--- src/common/synth_pins_defs.svh ---
// Constants for the synthesizer control pin block: offsets, reset values, timing
`ifndef SYNTH_PINS_DEFS_SVH
`define SYNTH_PINS_DEFS_SVH

// ************************************************************
// Register byte offsets
// ************************************************************
`define OFF_CTRL 5'h00
`define OFF_BUF_WORD 5'h04
`define OFF_ACTIVE_WORD 5'h08
`define OFF_STATUS 5'h0c
`define OFF_IRQ_STAT 5'h10
`define OFF_IRQ_MASK 5'h14
`define OFF_LAST_WORD 5'h18

// ************************************************************
// Reset values and field positions
// ************************************************************
`define RST_PD_MODE 2'h0
`define RST_BUF_WORD 32'h0000_0000
`define RST_IRQ_MASK 4'h0
`define IRQ_LOAD 0
`define IRQ_SWEEP 1
`define IRQ_SYNC_ERR 2
`define IRQ_LOCK_LOST 3
`define IRQ_W 4

// ************************************************************
// Timing
// ************************************************************
`define CLK_PERIOD_NS 100
`define SYNC_TIMEOUT_NS 2000
`define SYNC_TIMEOUT_CYC ((`SYNC_TIMEOUT_NS) / (`CLK_PERIOD_NS))
`define SUBCLK_DIV 4

`endif

--- src/common/synth_pins_pkg.sv ---
// Types for the synthesizer control pin block
package synth_pins_pkg;

   // Pins that arrive from outside the clock domain
   typedef struct packed {
      logic pd;
      logic [2:0] prof;
      logic upd;
      logic [1:0] fmt;
      logic valid;
      logic sync_in;
      logic lock;
      logic [15:0] word;
   } pin_in_t;

   // Bus data phase bookkeeping
   typedef struct packed {
      logic wr;
      logic [4:0] addr;
      logic [31:0] rdata;
   } bus_phase_t;

   typedef struct packed {
      logic m1;
      logic m2;
      pin_in_t p1;
      pin_in_t p2;
      logic [1:0] div;
      logic sync_prev;
      logic [2:0] prof_q;
      logic upd_q;
      logic [7:0] watchdog;
      logic sync_err;
      logic lock;
      logic sweep;
      logic [1:0] pd_mode;
      logic pd_active;
      logic [31:0] buf_word;
      logic [31:0] active_word;
      logic [15:0] last_word;
      logic [1:0] last_fmt;
      logic word_seen;
      logic load;
      logic [3:0] irq_stat;
      logic [3:0] irq_mask;
      logic irq;
      logic sclk;
      logic sync_out;
      bus_phase_t bus;
   } state_t;

endpackage : synth_pins_pkg

--- src/core/synth_pins.sv ---
// Pin-level control and status logic of the synthesizer with an AHB-Lite register slave
//
// The placing of the registers and the AHB-Lite register port were decided locally.
`timescale 1ns/10ps
`include "synth_pins_defs.svh"
module synth_pins
(
   input wire logic mclk,
   input wire logic rst_b,
   input wire logic hsel,
   input wire logic [31:0] haddr,
   input wire logic [1:0] htrans,
   input wire logic hwrite,
   input wire logic [2:0] hsize,
   input wire logic [31:0] hwdata,
   input wire logic hready,
   output logic [31:0] hrdata,
   output logic hreadyout,
   output logic hresp,
   output logic irq,
   input wire logic master_reset_in,
   input wire logic power_down_request_in,
   input wire logic [2:0] profile_select_in,
   input wire logic update_in,
   input wire logic [1:0] format_in,
   input wire logic [15:0] word_bus_in,
   input wire logic word_valid_in,
   input wire logic align_sync_in,
   input wire logic pll_locked_in,
   input wire logic sweep_finished_in,
   output logic pll_lock_out,
   output logic table_sweep_done_out,
   output logic align_sample_error_out,
   output logic word_strobe_clock_out,
   output logic align_sync_out,
   output logic sync_clock_out,
   output logic power_down_out,
   output logic [1:0] power_down_mode_out,
   output logic [2:0] active_profile_out,
   output logic [31:0] active_word_out,
   output logic active_load_out,
   output logic [15:0] word_data_out,
   output logic [1:0] word_format_out,
   output logic word_data_valid_out
);

   localparam logic [7:0] SYNC_TIMEOUT = 8'(`SYNC_TIMEOUT_CYC);

   synth_pins_pkg::state_t st;
   synth_pins_pkg::state_t next_st;
   synth_pins_pkg::pin_in_t pins;
   logic sclk_rise;
   logic addr_ok;

   function automatic logic rose(input logic prev, input logic cur);
      rose = cur & ~prev;
   endfunction : rose

   function automatic synth_pins_pkg::state_t reset_state();
      synth_pins_pkg::state_t r;
      r = '0;
      r.pd_mode = `RST_PD_MODE;
      r.buf_word = `RST_BUF_WORD;
      r.irq_mask = `RST_IRQ_MASK;
      reset_state = r;
   endfunction : reset_state

   // ************************************************************
   // Pins and subclocks
   // ************************************************************
   always_comb
   begin
      pins.pd = power_down_request_in;
      pins.prof = profile_select_in;
      pins.upd = update_in;
      pins.fmt = format_in;
      pins.valid = word_valid_in;
      pins.sync_in = align_sync_in;
      pins.lock = pll_locked_in;
      pins.word = word_bus_in;
   end

   // Sampling strobe fires as the divider passes from 1 to 2, one edge before the sync clock output rises
   assign sclk_rise = (st.div == 2'h1);
   assign addr_ok = hsel & htrans[1] & hready & (haddr[1:0] == 2'h0) & (haddr[31:5] == '0);

   always_comb
   begin
      logic [3:0] events;
      logic [31:0] rd;
      next_st = st;
      events = '0;
      rd = '0;
      next_st.p1 = pins;
      next_st.p2 = st.p1;
      next_st.m1 = master_reset_in;
      next_st.m2 = st.m1;
      next_st.load = 1'b0;
      next_st.word_seen = 1'b0;
      next_st.div = st.div + 2'h1;
      next_st.sync_prev = st.p2.sync_in;
      // Master sync edge pulls the divider back to phase zero
      if (rose(st.sync_prev, st.p2.sync_in))
      begin
         next_st.div = 2'h0;
      end
      next_st.sclk = st.div[1];
      next_st.sync_out = (st.div == 2'h3);
      // Sync watchdog: error while no master edge inside the timeout
      if (rose(st.sync_prev, st.p2.sync_in))
      begin
         next_st.watchdog = '0;
         next_st.sync_err = 1'b0;
      end
      else if (st.watchdog >= SYNC_TIMEOUT)
      begin
         next_st.sync_err = 1'b1;
      end
      else
      begin
         next_st.watchdog = st.watchdog + 8'h1;
      end
      next_st.lock = st.p2.lock;
      next_st.sweep = sweep_finished_in;
      next_st.pd_active = st.p2.pd;
      // ************************************************************
      // Update and profile sampling on the sync clock edge
      // ************************************************************
      if (sclk_rise)
      begin
         next_st.prof_q = st.p2.prof;
         next_st.upd_q = st.p2.upd;
         if (st.p2.upd || (st.p2.prof != st.prof_q))
         begin
            next_st.active_word = st.buf_word;
            next_st.load = 1'b1;
         end
         // Words are taken one edge before the strobe rises, only while marked valid
         if (st.p2.valid)
         begin
            next_st.last_word = st.p2.word;
            next_st.last_fmt = st.p2.fmt;
            next_st.word_seen = 1'b1;
         end
      end
      events[`IRQ_LOAD] = next_st.load;
      events[`IRQ_SWEEP] = rose(st.sweep, next_st.sweep);
      events[`IRQ_SYNC_ERR] = rose(st.sync_err, next_st.sync_err);
      events[`IRQ_LOCK_LOST] = st.lock & ~next_st.lock;
      // ************************************************************
      // Bus data phase: writes land here, reads were captured earlier
      // ************************************************************
      if (st.bus.wr)
      begin
         case (st.bus.addr)
            `OFF_CTRL: next_st.pd_mode = hwdata[1:0];
            `OFF_BUF_WORD: next_st.buf_word = hwdata;
            `OFF_IRQ_STAT: next_st.irq_stat = st.irq_stat & ~hwdata[`IRQ_W-1:0];
            `OFF_IRQ_MASK: next_st.irq_mask = hwdata[`IRQ_W-1:0];
            default: next_st.pd_mode = next_st.pd_mode;
         endcase
      end
      // Set wins over a clear in the same cycle
      next_st.irq_stat = next_st.irq_stat | events;
      next_st.irq = |(next_st.irq_stat & next_st.irq_mask);
      next_st.bus.wr = addr_ok & hwrite;
      next_st.bus.addr = haddr[4:0];
      case (haddr[4:0])
         `OFF_CTRL: rd = {30'h0, st.pd_mode};
         `OFF_BUF_WORD: rd = st.buf_word;
         `OFF_ACTIVE_WORD: rd = st.active_word;
         `OFF_STATUS: rd = {22'h0, st.last_fmt, st.prof_q, st.pd_active, st.sweep,
                            st.sync_err, st.lock, st.upd_q};
         `OFF_IRQ_STAT: rd = {28'h0, st.irq_stat};
         `OFF_IRQ_MASK: rd = {28'h0, st.irq_mask};
         `OFF_LAST_WORD: rd = {16'h0, st.last_word};
         default: rd = '0;
      endcase
      next_st.bus.rdata = (addr_ok & ~hwrite) ? rd : '0;
      // Master reset pin clears everything except its own synchroniser and the pin synchronisers
      if (st.m2)
      begin
         next_st = reset_state();
         next_st.m1 = master_reset_in;
         next_st.m2 = st.m1;
         next_st.p1 = pins;
         next_st.p2 = st.p1;
      end
   end

   always_ff @(posedge mclk)
   begin
      if (!rst_b)
      begin
         st <= '0;
      end
      else
      begin
         st <= next_st;
      end
   end

   // ************************************************************
   // Outputs
   // ************************************************************
   assign hrdata = st.bus.rdata;
   assign hreadyout = 1'b1;
   assign hresp = 1'b0;
   assign irq = st.irq;
   assign pll_lock_out = st.lock;
   assign table_sweep_done_out = st.sweep;
   assign align_sample_error_out = st.sync_err;
   assign sync_clock_out = st.sclk;
   assign word_strobe_clock_out = st.sclk;
   assign align_sync_out = st.sync_out;
   assign power_down_out = st.pd_active;
   assign power_down_mode_out = st.pd_mode;
   assign active_profile_out = st.prof_q;
   assign active_word_out = st.active_word;
   assign active_load_out = st.load;
   assign word_data_out = st.last_word;
   assign word_format_out = st.last_fmt;
   assign word_data_valid_out = st.word_seen;

   // ************************************************************
   // Checks
   // ************************************************************
   a_master_reset_clear: assert property (@(posedge mclk) disable iff (!rst_b)
      st.m2 |=> (st.active_word == '0 && st.irq_stat == '0 && st.buf_word == '0))
      else $error("master reset left state behind");

   a_pd_follows_pin: assert property (@(posedge mclk) disable iff (!rst_b || st.m2)
      st.p2.pd |=> power_down_out)
      else $error("power down not entered");

   a_lock_follows: assert property (@(posedge mclk) disable iff (!rst_b || st.m2)
      (st.p2.lock != st.lock) |=> (pll_lock_out == $past(st.p2.lock)))
      else $error("lock output lags");

   a_sync_err_timeout: assert property (@(posedge mclk) disable iff (!rst_b || st.m2)
      (st.watchdog == SYNC_TIMEOUT && !rose(st.sync_prev, st.p2.sync_in))
      |=> align_sample_error_out)
      else $error("sync error not raised");

   a_profile_load: assert property (@(posedge mclk) disable iff (!rst_b || st.m2)
      (sclk_rise && st.p2.prof != st.prof_q) |=> (active_load_out && active_profile_out ==
      $past(st.p2.prof) && active_word_out == $past(st.buf_word)))
      else $error("profile change did not load");

   a_update_load: assert property (@(posedge mclk) disable iff (!rst_b || st.m2)
      (sclk_rise && st.p2.upd) |=> active_load_out)
      else $error("update did not load");

   a_sclk_quarter: assert property (@(posedge mclk) disable iff (!rst_b || st.m2)
      ($rose(sync_clock_out) && !$past(rose(st.sync_prev, st.p2.sync_in)))
      |-> ##1 sync_clock_out ##1 !sync_clock_out ##1 !sync_clock_out)
      else $error("sync clock not divide by four");

   a_sync_realign: assert property (@(posedge mclk) disable iff (!rst_b || st.m2)
      rose(st.sync_prev, st.p2.sync_in) |=> (st.div == 2'h0))
      else $error("subclocks not realigned");

   a_word_capture: assert property (@(posedge mclk) disable iff (!rst_b || st.m2)
      (sclk_rise && st.p2.valid) |=> (word_data_valid_out && word_data_out ==
      $past(st.p2.word) && word_format_out == $past(st.p2.fmt)))
      else $error("word not captured");

   a_no_word_idle: assert property (@(posedge mclk) disable iff (!rst_b || st.m2)
      !(sclk_rise && st.p2.valid) |=> !word_data_valid_out)
      else $error("word taken without valid");

   a_sync_out_phase: assert property (@(posedge mclk) disable iff (!rst_b || st.m2)
      $rose(align_sync_out) |=> !align_sync_out ##1 !align_sync_out ##1 !align_sync_out)
      else $error("sync out too wide");

   // ************************************************************
   // Hold, clear, sampling and phase checks
   // ************************************************************
   a_sweep_level: assert property (@(posedge mclk) disable iff (!rst_b || st.m2)
      1'b1 |=> (table_sweep_done_out == $past(sweep_finished_in)))
      else $error("sweep done output not registered");

   a_lock_steady: assert property (@(posedge mclk) disable iff (!rst_b || st.m2)
      (st.p2.lock == st.lock) |=> $stable(pll_lock_out))
      else $error("lock output glitched");

   a_profile_take: assert property (@(posedge mclk) disable iff (!rst_b || st.m2)
      sclk_rise |=> (active_profile_out == $past(st.p2.prof)))
      else $error("profile not sampled at sync clock edge");

   a_profile_steady: assert property (@(posedge mclk) disable iff (!rst_b || st.m2)
      !sclk_rise |=> $stable(active_profile_out))
      else $error("profile moved between sync clock edges");

   a_word_steady: assert property (@(posedge mclk) disable iff (!rst_b || st.m2)
      !(sclk_rise && st.p2.valid) |=> ($stable(word_data_out) && $stable(word_format_out)))
      else $error("word or format moved without capture");

   a_active_steady: assert property (@(posedge mclk) disable iff (!rst_b || st.m2)
      !(sclk_rise && (st.p2.upd || st.p2.prof != st.prof_q))
      |=> ($stable(active_word_out) && !active_load_out))
      else $error("active word loaded without cause");

   a_sync_err_clear: assert property (@(posedge mclk) disable iff (!rst_b || st.m2)
      rose(st.sync_prev, st.p2.sync_in) |=> !align_sample_error_out)
      else $error("sync error not cleared by sync edge");

   a_sync_err_quiet: assert property (@(posedge mclk) disable iff (!rst_b || st.m2)
      (st.watchdog < SYNC_TIMEOUT && !st.sync_err) |=> !align_sample_error_out)
      else $error("sync error raised early");

   a_pd_release: assert property (@(posedge mclk) disable iff (!rst_b || st.m2)
      !st.p2.pd |=> !power_down_out)
      else $error("power down held without request");

   a_sclk_phase: assert property (@(posedge mclk) disable iff (!rst_b || st.m2)
      1'b1 |=> (sync_clock_out == $past(st.div[1])))
      else $error("sync clock off divider phase");

   a_sync_out_div: assert property (@(posedge mclk) disable iff (!rst_b || st.m2)
      (st.div == 2'h3) |=> align_sync_out)
      else $error("sync out pulse missing");

   a_reset_quiet: assert property (@(posedge mclk) disable iff (!rst_b)
      st.m2 |=> (!active_load_out && !word_data_valid_out && !irq && !align_sync_out))
      else $error("outputs active during master reset");

endmodule : synth_pins

--- config.mk ---
export PLATFORM = sky130hd
export DESIGN_NAME = synth_pins
export DESIGN_NICKNAME = d
export VERILOG_FILES = /design/src/common/synth_pins_pkg.sv /design/src/core/synth_pins.sv
export VERILOG_INCLUDE_DIRS = /design/src /design/src/common
export SDC_FILE = /design/constraint.sdc
export NUM_CORES = 1
export LEC_CHECK = 0
export ABC_AREA = 1
export BUFFER_PORTS_ARGS = -buffer_cell sky130_fd_sc_hd__buf_2
export CAP_MARGIN = 5
export CORE_UTILIZATION = 53
export CTS_CLUSTER_SIZE = 10
export DETAILED_ROUTE_END_ITERATION = 10
export PLACE_DENSITY = 0.88
export SYNTH_ARGS = -nofsm -noshare
export SYNTH_HDL_FRONTEND = slang
export SYNTH_SLANG_ARGS = --single-unit
--- constraint.sdc ---
create_clock -name mclk -period 1.9 [get_ports mclk]
set_clock_uncertainty 0.2 [all_clocks]
set_input_delay 0.19 -clock mclk [delete_from_list [all_inputs] [get_ports mclk]]
set_output_delay 0.19 -clock mclk [all_outputs]
set_load 0.02 [all_outputs]
==> impl_metrics.yaml, run 1 <==
routing:
  drc_errors: 0
  wl_um: 20500
  vias: 7177
  wl_per_cell_um: 14.5
  drt-pass1-iter-count: 5
  drt_iter0_markers: 464
  drtAntennaViolNets: 0
  routed_via_density: 5.09
global_routing:
  use_met2_pct: 45.1
  grt_usage_pct: 25.4
  grt_max_degree: 55
  grt_pass1_wl_um: 32600
  grt_busiest_layer: "met2"
  grt_use_met1_pct: 27.8
  grt_pass1_vias: 7012
  grt_overflow_total: 0
  use_met3_pct: 6.16
  antenna_found_initial: 1
logic_synthesis:
  netlist_area_um2: 8230
  ys_ff_latch: 208
  synth_fp_nets: 1139
  syn_inst: 1033
  ys_seq_area_share_pct: 50.6
  synth.avg_cell_area_um2: 7.97
  ys_types: 33
  yosys_warnings: 0
pwr:
  power.share.switching_pct: 23.2
  p_total_mw: 9.39
  p_switching_mw: 2.18
  sequentialPowerShare_pct: 49.0
  cell_internal_pwr_mw: 7.21
  ir_drop_mv: 0.716
  combPwrFrac_pct: 9.7
  leakage_nw: 4.70
  p_clk_share_pct: 41.2
  p_per_area_nw_per_um2: 923
finish:
  final_cell_mix: "208 x dfxtp_1, 194 x buf_2, 176 x nand2_1"
  fillerInstances: 1131
  regArea_um2: 4160
  final_common_cell: "dfxtp_1"
  final_layout_size_suffix_gt1_share_pct: 23.3
  layout.cells.non_filler: 1410
  area.growth.synth_to_final_pct: 23.7
  multiInputGateArea_um2: 2650
  fin_nets: 1326
die:
  start_util_pct: 54.1
  row_count: 45
  die_x_um: 127
  core-area_um2: 15200
  die_area_um2: 16000
  fp.dieH_um: 127
  io_pins: 201
setup_path:
  crit_path_end_kind: "flop"
  crit_path_start_kind: "input pin"
  critPathMaxStageDelay_ns: 0.53
  critPathBufInv: 4
  r2r_setup_slack_ns: 0.08
  path_delay_family: "buffers and inverters"
  critPathMostFrequentCell: "dlygate4sd3_1"
  worst_ep_arrival_time_ns: 2.08
  slowest_stage: "dlygate4sd3_1"
  crit_fanout: 11
  worstPathCellList: "dlygate4sd3_1 -> buf_2 -> inv_2 -> nor2_8 -> nand4_2 -> nor2_4 -> and3_1 -> dlygate4sd3_1"
  path_class: "in2reg"
  cp.required_ns: 2.15
clocking:
  htreeDepth: 1
  cts.sinks: 208
  clk_pin_slew_worst_paths_ns: 0.06
  worstSkewPairLatency_ns: 0.50
  cts_root_buf: "clkbuf_16"
  cts_buffer_depth: 3
  cts_tree: "yes"
  cts_buffers: 24
placement:
  dp.cells: 1297
  gp_congestion: 0.868
  hpwl_um: 12600
  io_buffers: 194
sta:
  period_needed_ns: 1.83
  worst_hold_slack_ns: 0.0155
  period_share_pct: 96.3
  maxSlewViolCount: 0
  setup_violations: 0
  fmax_mhz: 546
  finalSetupTns_ns: 0
  hold_viol: 0
  grt_setup_unrepaired: "no"
min_path:
  worstHoldPathType: "in2reg"
job:
  maxCapViolations: 0
outcome:
  status: "finished, final reports clean"
## through the flow
stage / util [%] / setup WS [ns] / area, um^2
2_1_floorplan: - / 0.352 / 8230
3_3_place_gp: 57.2 / 0.236 / 8700
3_5_place_dp: 57.2 / 0.195 / 8700
4_1_cts: 66.8 / 0.0948 / 10100
5_1_grt: 66.9 / 0.0111 / 10200
6_report: 66.9 / 0.0699 / 10200
## power groups by stage
stage	clock, mW	sequential (mW)	combinational (mW)
after global routing	4.13	4.62	1.00
after detailed placement	0	4.69	0.756
final	3.87	4.60	0.913
after global placement	0	4.68	0.735
after CTS	3.92	4.60	0.889
after floorplan	0	4.68	0.559
## state kept, by name, indices dropped and copies added, names as in the netlist, 2 cells and up
name,count
active_profile_out,3
active_word_out,32
hrdata,32
power_down_mode_out,2
st,112
word_data_out,16
word_format_out,2
## layout make-up
type                            count  area share (%)
Clock buffer                       27            6.22
Inverter                          135            4.98
Multi-Input combinational cell    554            26.0
Tap cell                          188            2.31
Antenna cell                        1          0.0246
Timing Repair Buffer              297            19.5
Sequential cell                   208            40.9
## cells by family (layout without fill, tap and decap cells)
| family | Yosys count | count (layout) | share of synthesized area [%] |
|---|---|---|---|
| simple gates | 351 | 351 | 18.0 |
| buf+inv | 271 | 459 | 17.3 |
| flops | 208 | 208 | 50.6 |
| compound gates | 197 | 197 | 13.4 |
| fa+ha+maj | 4 | 4 | 0.608 |
| other cells | 2 | 3 | 0.0912 |
## worst register-to-register path: stages, from the launching register on
cell           delay, ns
dfxtp_1             0.35
nor2_8              0.23
nand4_2             0.15
nor2_4              0.16
and3_1              0.15
dlygate4sd3_1       0.53
## path summary, 6_finish.rpt
| path | startpoint | end | cells after the start |
|---|---|---|---|
| setup / recovery | rst_b | st[37] | 8 |
| hold / removal | haddr[12] | hrdata[2] | 8 |
| setup reg to reg | st[206] | st[37] | 5 |
| hold reg to reg | st[179] | power_down_out | 2 |
## routing by layer
metal  wire length (um)  vias to the layer above
met5                  0                        -
met4               1030                        0
met1               7830                     3261
li1                   -                     3499
met3               1620                       86
met2              10000                      331
## timing repair
action	4_1_cts	5_1_grt
setup endpoints to repair	0	3
hold buffers	82	0
endpoints found under the hold margin	81	0
buffers inserted	0	3
gates resized for setup	0	1
## cells in the mapped netlist
cell	n	area, um^2
a211oi_2	1	12.5
inv_1	127	477
nor2_2	1	6.26
or2_2	1	6.26
buf_2	12	60.1
o21ai_1	6	30.0
nand2_1	176	661
o22ai_1	16	100
o21ai_0	65	325
a21oi_1	85	425
buf_4	96	721
inv_2	8	30.0
nor2_1	115	432
nand3b_1	1	7.51
nor3_1	6	30.0
dfxtp_1	208	4160
nand2_2	1	6.26
conb_1	2	7.51
a21oi_2	21	184
nand3_1	34	170
a41oi_1	1	8.76
nand3_4	1	17.5
nand4_2	1	12.5
a211oi_1	1	7.51
clkbuf_1	24	90.1
nand4_1	5	31.3
nand3_2	3	30.0
ha_1	4	50.1
o21bai_1	1	7.51
and3_1	2	12.5
buf_6	4	45.0
nor2_4	2	22.5
nor2_8	2	40.0
No activity file was read; power rests on OpenSTA's default activity.
==> inputs of run 2 (changes only) <==
- REMOVE_ABC_BUFFERS: default -> 1
==> run 2 against run 1 <==
Wire length shrank 4.8%. Critical path type unchanged. Via count shrank 3.0%. Power shrank 0.45%. Non-clock buffer count shrank 14. First-iteration DRC count grew 5.2%. Flip-flop and latch count is the same.
==> impl_metrics.yaml, run 2 (synthesis gave the netlist of run 1 again) <==
outcome:
  status: "finished, final reports clean"
clocking:
  htreeDepth: 1
  worstSkewPairLatency_ns: 0.49
  cts_buffer_depth: 3
  clk_pin_slew_worst_paths_ns: 0.05
  cts_root_buf: "clkbuf_16"
  cts_buffers: 24
  cts.sinks: 208
  cts_tree: "yes"
sta:
  hold_viol: 0
  period_needed_ns: 1.87
  fmax_mhz: 536
  worst_slew_pin_slew_ns: 0.498
  setup_violations: 0
  finalSetupTns_ns: 0
  maxSlewViolCount: 0
  slew-limit-headroom_pct: 66.7
  grt_setup_unrepaired: "yes"
  setup_ws_ns: 0.0340
  period_share_pct: 98.2
global_routing:
  antenna_found_initial: 0
  grt_max_degree: 55
  grt_pass1_wl_um: 31300
  grt_pass1_vias: 6559
  grt_usage_pct: 24.3
  grt_overflow_total: 0
finish:
  area.growth.synth_to_final_pct: 22.1
  top_register: "st"
  final_common_cell: "dfxtp_1"
  final_cell_mix: "207 x dfxtp_1, 194 x buf_2, 176 x nand2_1"
  final_layout_size_suffix_gt1_share_pct: 23.5
  largest_register_ffs: 112
  final_area_um2: 10000
  fin_nets: 1312
  n_antenna_cell: 0
  layout.cells.non_filler: 1395
job:
  maxCapViolations: 0
setup_path:
  cp.required_ns: 2.13
  worst_ep_arrival_time_ns: 2.10
  worstPathCellList: "dlygate4sd3_1 -> buf_2 -> nor2_8 -> nand4_2 -> nor2_4 -> and3_1 -> dlygate4sd3_1"
  critPathMaxStageDelay_ns: 0.55
  crit_path_end_kind: "flop"
  crit_fanout: 10
  crit_path_start_kind: "input pin"
  critPathMostFrequentCell: "dlygate4sd3_1"
  slowest_stage: "dlygate4sd3_1"
  path_class: "in2reg"
routing:
  drt-pass1-iter-count: 5
  routed_via_density: 4.99
  drc_errors: 0
  drt_iter0_markers: 488
  wl_um: 19500
  drtAntennaViolNets: 0
  wl_per_cell_um: 14.0
  vias: 6962
pwr:
  leakage_nw: 4.65
  ir_drop_mv: 0.579
  p_per_area_nw_per_um2: 930
  p_total_mw: 9.35
die:
  core-area_um2: 15200
  row_count: 45
  start_util_pct: 54.1
  die_x_um: 127
  io_pins: 201
  die_area_um2: 16000
  fp.dieH_um: 127
placement:
  dp_slack_ns: 0.181
  io_buffers: 194
  dp.cells: 1297
  gp_congestion: 0.834
  hpwl_um: 12100
  place_area_um2: 8710
min_path:
  worstHoldPathType: "in2reg"
run 2: cell types whose count changed in the layout (fill, tap and decap cells not counted), sizes merged:
cell	change
dlygate4sd3	-14
clkinv	+1
inv	-1
diode	-1
run 2: path summary, 6_finish.rpt:
kind | from | end | cells past startpoint | slack (ns)
setup / recovery | haddr[0] | st[37] | 7 | 0.03
hold / removal | haddr[30] | hrdata[20] | 7 | 0.13
setup reg to reg | active_profile_out[0] | active_word_out[11] | 9 | 0.06
hold reg to reg | st[179] | power_down_out | 2 | 0.20
run 2: repair_timing:
item                                    in CTS  in global routing
endpoints found under the setup margin       0                  5
hold buffers                                68                  0
endpoints found under the hold margin       84                  0
resized for setup                            0                  2
buffers inserted                             0                  3
run 2: metal layers:
| metal | vias up | GRT usage (%) | wire length, um |
|---|---|---|---|
| met1 | 3104 | 28.0 | 7640 |
| met4 | 0 | 12.7 | 802 |
| met5 | - | 0 | 0 |
| li1 | 3469 | - | - |
| met2 | 320 | 43.1 | 9670 |
| met3 | 69 | 4.51 | 1410 |
run 2: layout make-up:
type | instances | area (um^2)
flip-flops and latches | 208 | 4170
inverters | 135 | 507
well taps | 188 | 235
multi-input cells | 554 | 2650
clock buffers | 27 | 633
fillers | 1191 | 5150
repair buffers | 283 | 1860
run 2: report_power, final:
group	internal, mW	switching (mW)	leakage (nW)
logic	0.366	0.518	2.64
clock network	2.31	1.56	0.310
registers	4.52	0.0815	1.70
total	7.19	2.16	4.65
run 2: metrics by stage:
stage	hold slack (ns)	utilization [%]
floorplan	0.0835	-
global placement	0.171	57.3
detailed placement	0.173	57.3
CTS	0.115	65.9
global route	0.152	66.1
finish	0.127	66.1
run 2: worst max-delay path, delay by kind of cell:
| family | cells | cell delay [ns] |
|---|---|---|
| buf+inv | 3 | 1.24 |
| simple gates | 4 | 0.66 |
==> inputs of run 3 (changes only) <==
- CORE_UTILIZATION: 53 -> 57
- PLACE_DENSITY: 0.88 -> 0.93
- clock period: 1.9 -> 2.2 ns (I/O delays scaled with it)
==> run 3 against run 2 <==
Clock power decreased by 14%. Cell count decreased by 0.93%. Critical endpoint is now power_down_mode_out[1]. Global-route usage increased by 2.2 points. Worst hold slack improved by 0.074 ns. Largest power group unchanged. Sequential power decreased by 14%. Count of clock-buffer cells in the layout decreased by 1. Wire length increased by 2.1%. Critical path type is now reg2reg.
==> impl_metrics.yaml, run 3 (synthesis gave the netlist of run 1 again) <==
outcome:
  status: "finished, final reports clean"
finish:
  final_area_um2: 9970
  post-route-util_pct: 71.3
  final_cell_mix: "208 x dfxtp_1, 194 x buf_2, 176 x nand2_1"
  final_common_cell: "dfxtp_1"
  fin_nets: 1306
  area.growth.synth_to_final_pct: 21.1
  final_layout_size_suffix_gt1_share_pct: 23.1
  largest_register_ffs: 112
  top_register: "st"
routing:
  wl_per_cell_um: 14.4
  drtAntennaViolNets: 0
  wl_um: 19900
  drt_iter0_markers: 493
  drt-pass1-iter-count: 6
  drc_errors: 0
  vias: 7073
  routed_via_density: 5.12
setup_path:
  crit_fanout: 5
  cp_num_cells: 6
  path_delay_family: "simple AND/OR/NAND/NOR gates"
  reg2reg_depth: 6
  crit_path_end_kind: "flop"
  path_class: "reg2reg"
  critPathMaxStageDelay_ns: 0.56
  cp.required_ns: 2.44
  worst_ep_arrival_time_ns: 2.34
  slowest_stage: "dlygate4sd3_1"
  worstPathCellList: "nor2_2 -> nand2_1 -> nor3_2 -> o21ai_0 -> a21oi_1 -> dlygate4sd3_1"
  crit_path_start_kind: "flop"
  critPathBufInv: 1
placement:
  place_area_um2: 8630
  gp_congestion: 0.850
  io_buffers: 194
  hpwl_um: 12200
die:
  row_count: 43
  start_util_pct: 58.8
  die_area_um2: 14900
  die_x_um: 122
  io_pins: 201
  core-area_um2: 14000
  fp.dieH_um: 122
pwr:
  leakage_nw: 4.61
  ir_drop_mv: 0.502
  p_per_area_nw_per_um2: 808
sta:
  period_needed_ns: 2.10
  worst_slew_pin_slew_ns: 0.527
  hold_viol: 0
  finalSetupTns_ns: 0
  period_share_pct: 95.6
  grt_setup_unrepaired: "no"
  setup_violations: 0
  slew-limit-headroom_pct: 64.9
  worst_hold_slack_ns: 0.201
  fmax_mhz: 475
  maxSlewViolCount: 0
clocking:
  cts.sinks: 208
  cts_root_buf: "clkbuf_16"
  cts_buffer_depth: 3
  clk_pin_slew_worst_paths_ns: 0.06
  cts_tree: "yes"
  cts_buffers: 24
  htreeDepth: 1
  post_cts_buffers: 0
  worstSkewPairLatency_ns: 0.50
global_routing:
  grt_pass1_wl_um: 31500
  grt_pass1_vias: 6778
  antenna_found_initial: 0
  grt_max_degree: 55
  grt_usage_pct: 26.5
  grt_overflow_total: 0
min_path:
  worstHoldPathType: "reg2reg"
  min_path_cells: 2
job:
  maxCapViolations: 0
[run 3: cell count changes in the layout (fill, tap and decap cells not counted), sizes merged]
cell,before,now
buf,215,208
clkbuf,27,26
diode,0,1
dlygate4sd3,68,69
inv,134,135
[run 3: worst paths after layout]
kind / from / end / slack, ns
setup / recovery: st[33] / power_down_mode_out[1] / 0.1
setup reg to reg: st[33] / power_down_mode_out[1] / 0.1
hold reg to reg: st[179] / power_down_out / 0.20
hold / removal: st[179] / power_down_out / 0.20
[run 3: worst min-delay path, delay by kind of cell, from the launching register on]
family	cells	cell delay, ns
flops	1	0.29
buf+inv	1	0.04
simple gates	1	0.03
[run 3: per-stage QoR]
stage	power [mW]	setup slack, ns	std cells
floorplan	4.40	-0.740	897
global placement	4.67	0.377	1285
detailed placement	4.69	0.302	1285
CTS	8.07	0.248	1381
global route	8.35	0.00531	1381
finish	8.05	0.0960	1382
[run 3: metal layers]
metal | GRT usage, % | routed length [um]
met2 | 46.4 | 9690
met5 | 0 | 0
met1 | 29.9 | 7640
met3 | 4.63 | 1420
met4 | 16.7 | 1180
[run 3: final cells by class]
class                           instances  area, um^2
Sequential cell                       208        4160
Fill cell                            1018        4020
Multi-Input combinational cell        554        2650
Timing Repair Buffer                  277        1780
Clock buffer                           26         608
Inverter                              135         507
Tap cell                              180         225
Clock inverter                          1        30.0
Antenna cell                            1        2.50
[run 3: what timing repair did]
action | in CTS | in global routing
hold endpoints to repair | 84 | 0
resized for setup | 0 | 1
endpoints found under the setup margin | 0 | 1
hold buffers | 69 | 0
[run 3: power breakdown]
group / switching (mW) / leakage [nW] / internal [mW]
sequential: 0.0710 / 1.69 / 3.90
clock: 1.38 / 0.310 / 1.94
combinational: 0.446 / 2.60 / 0.306
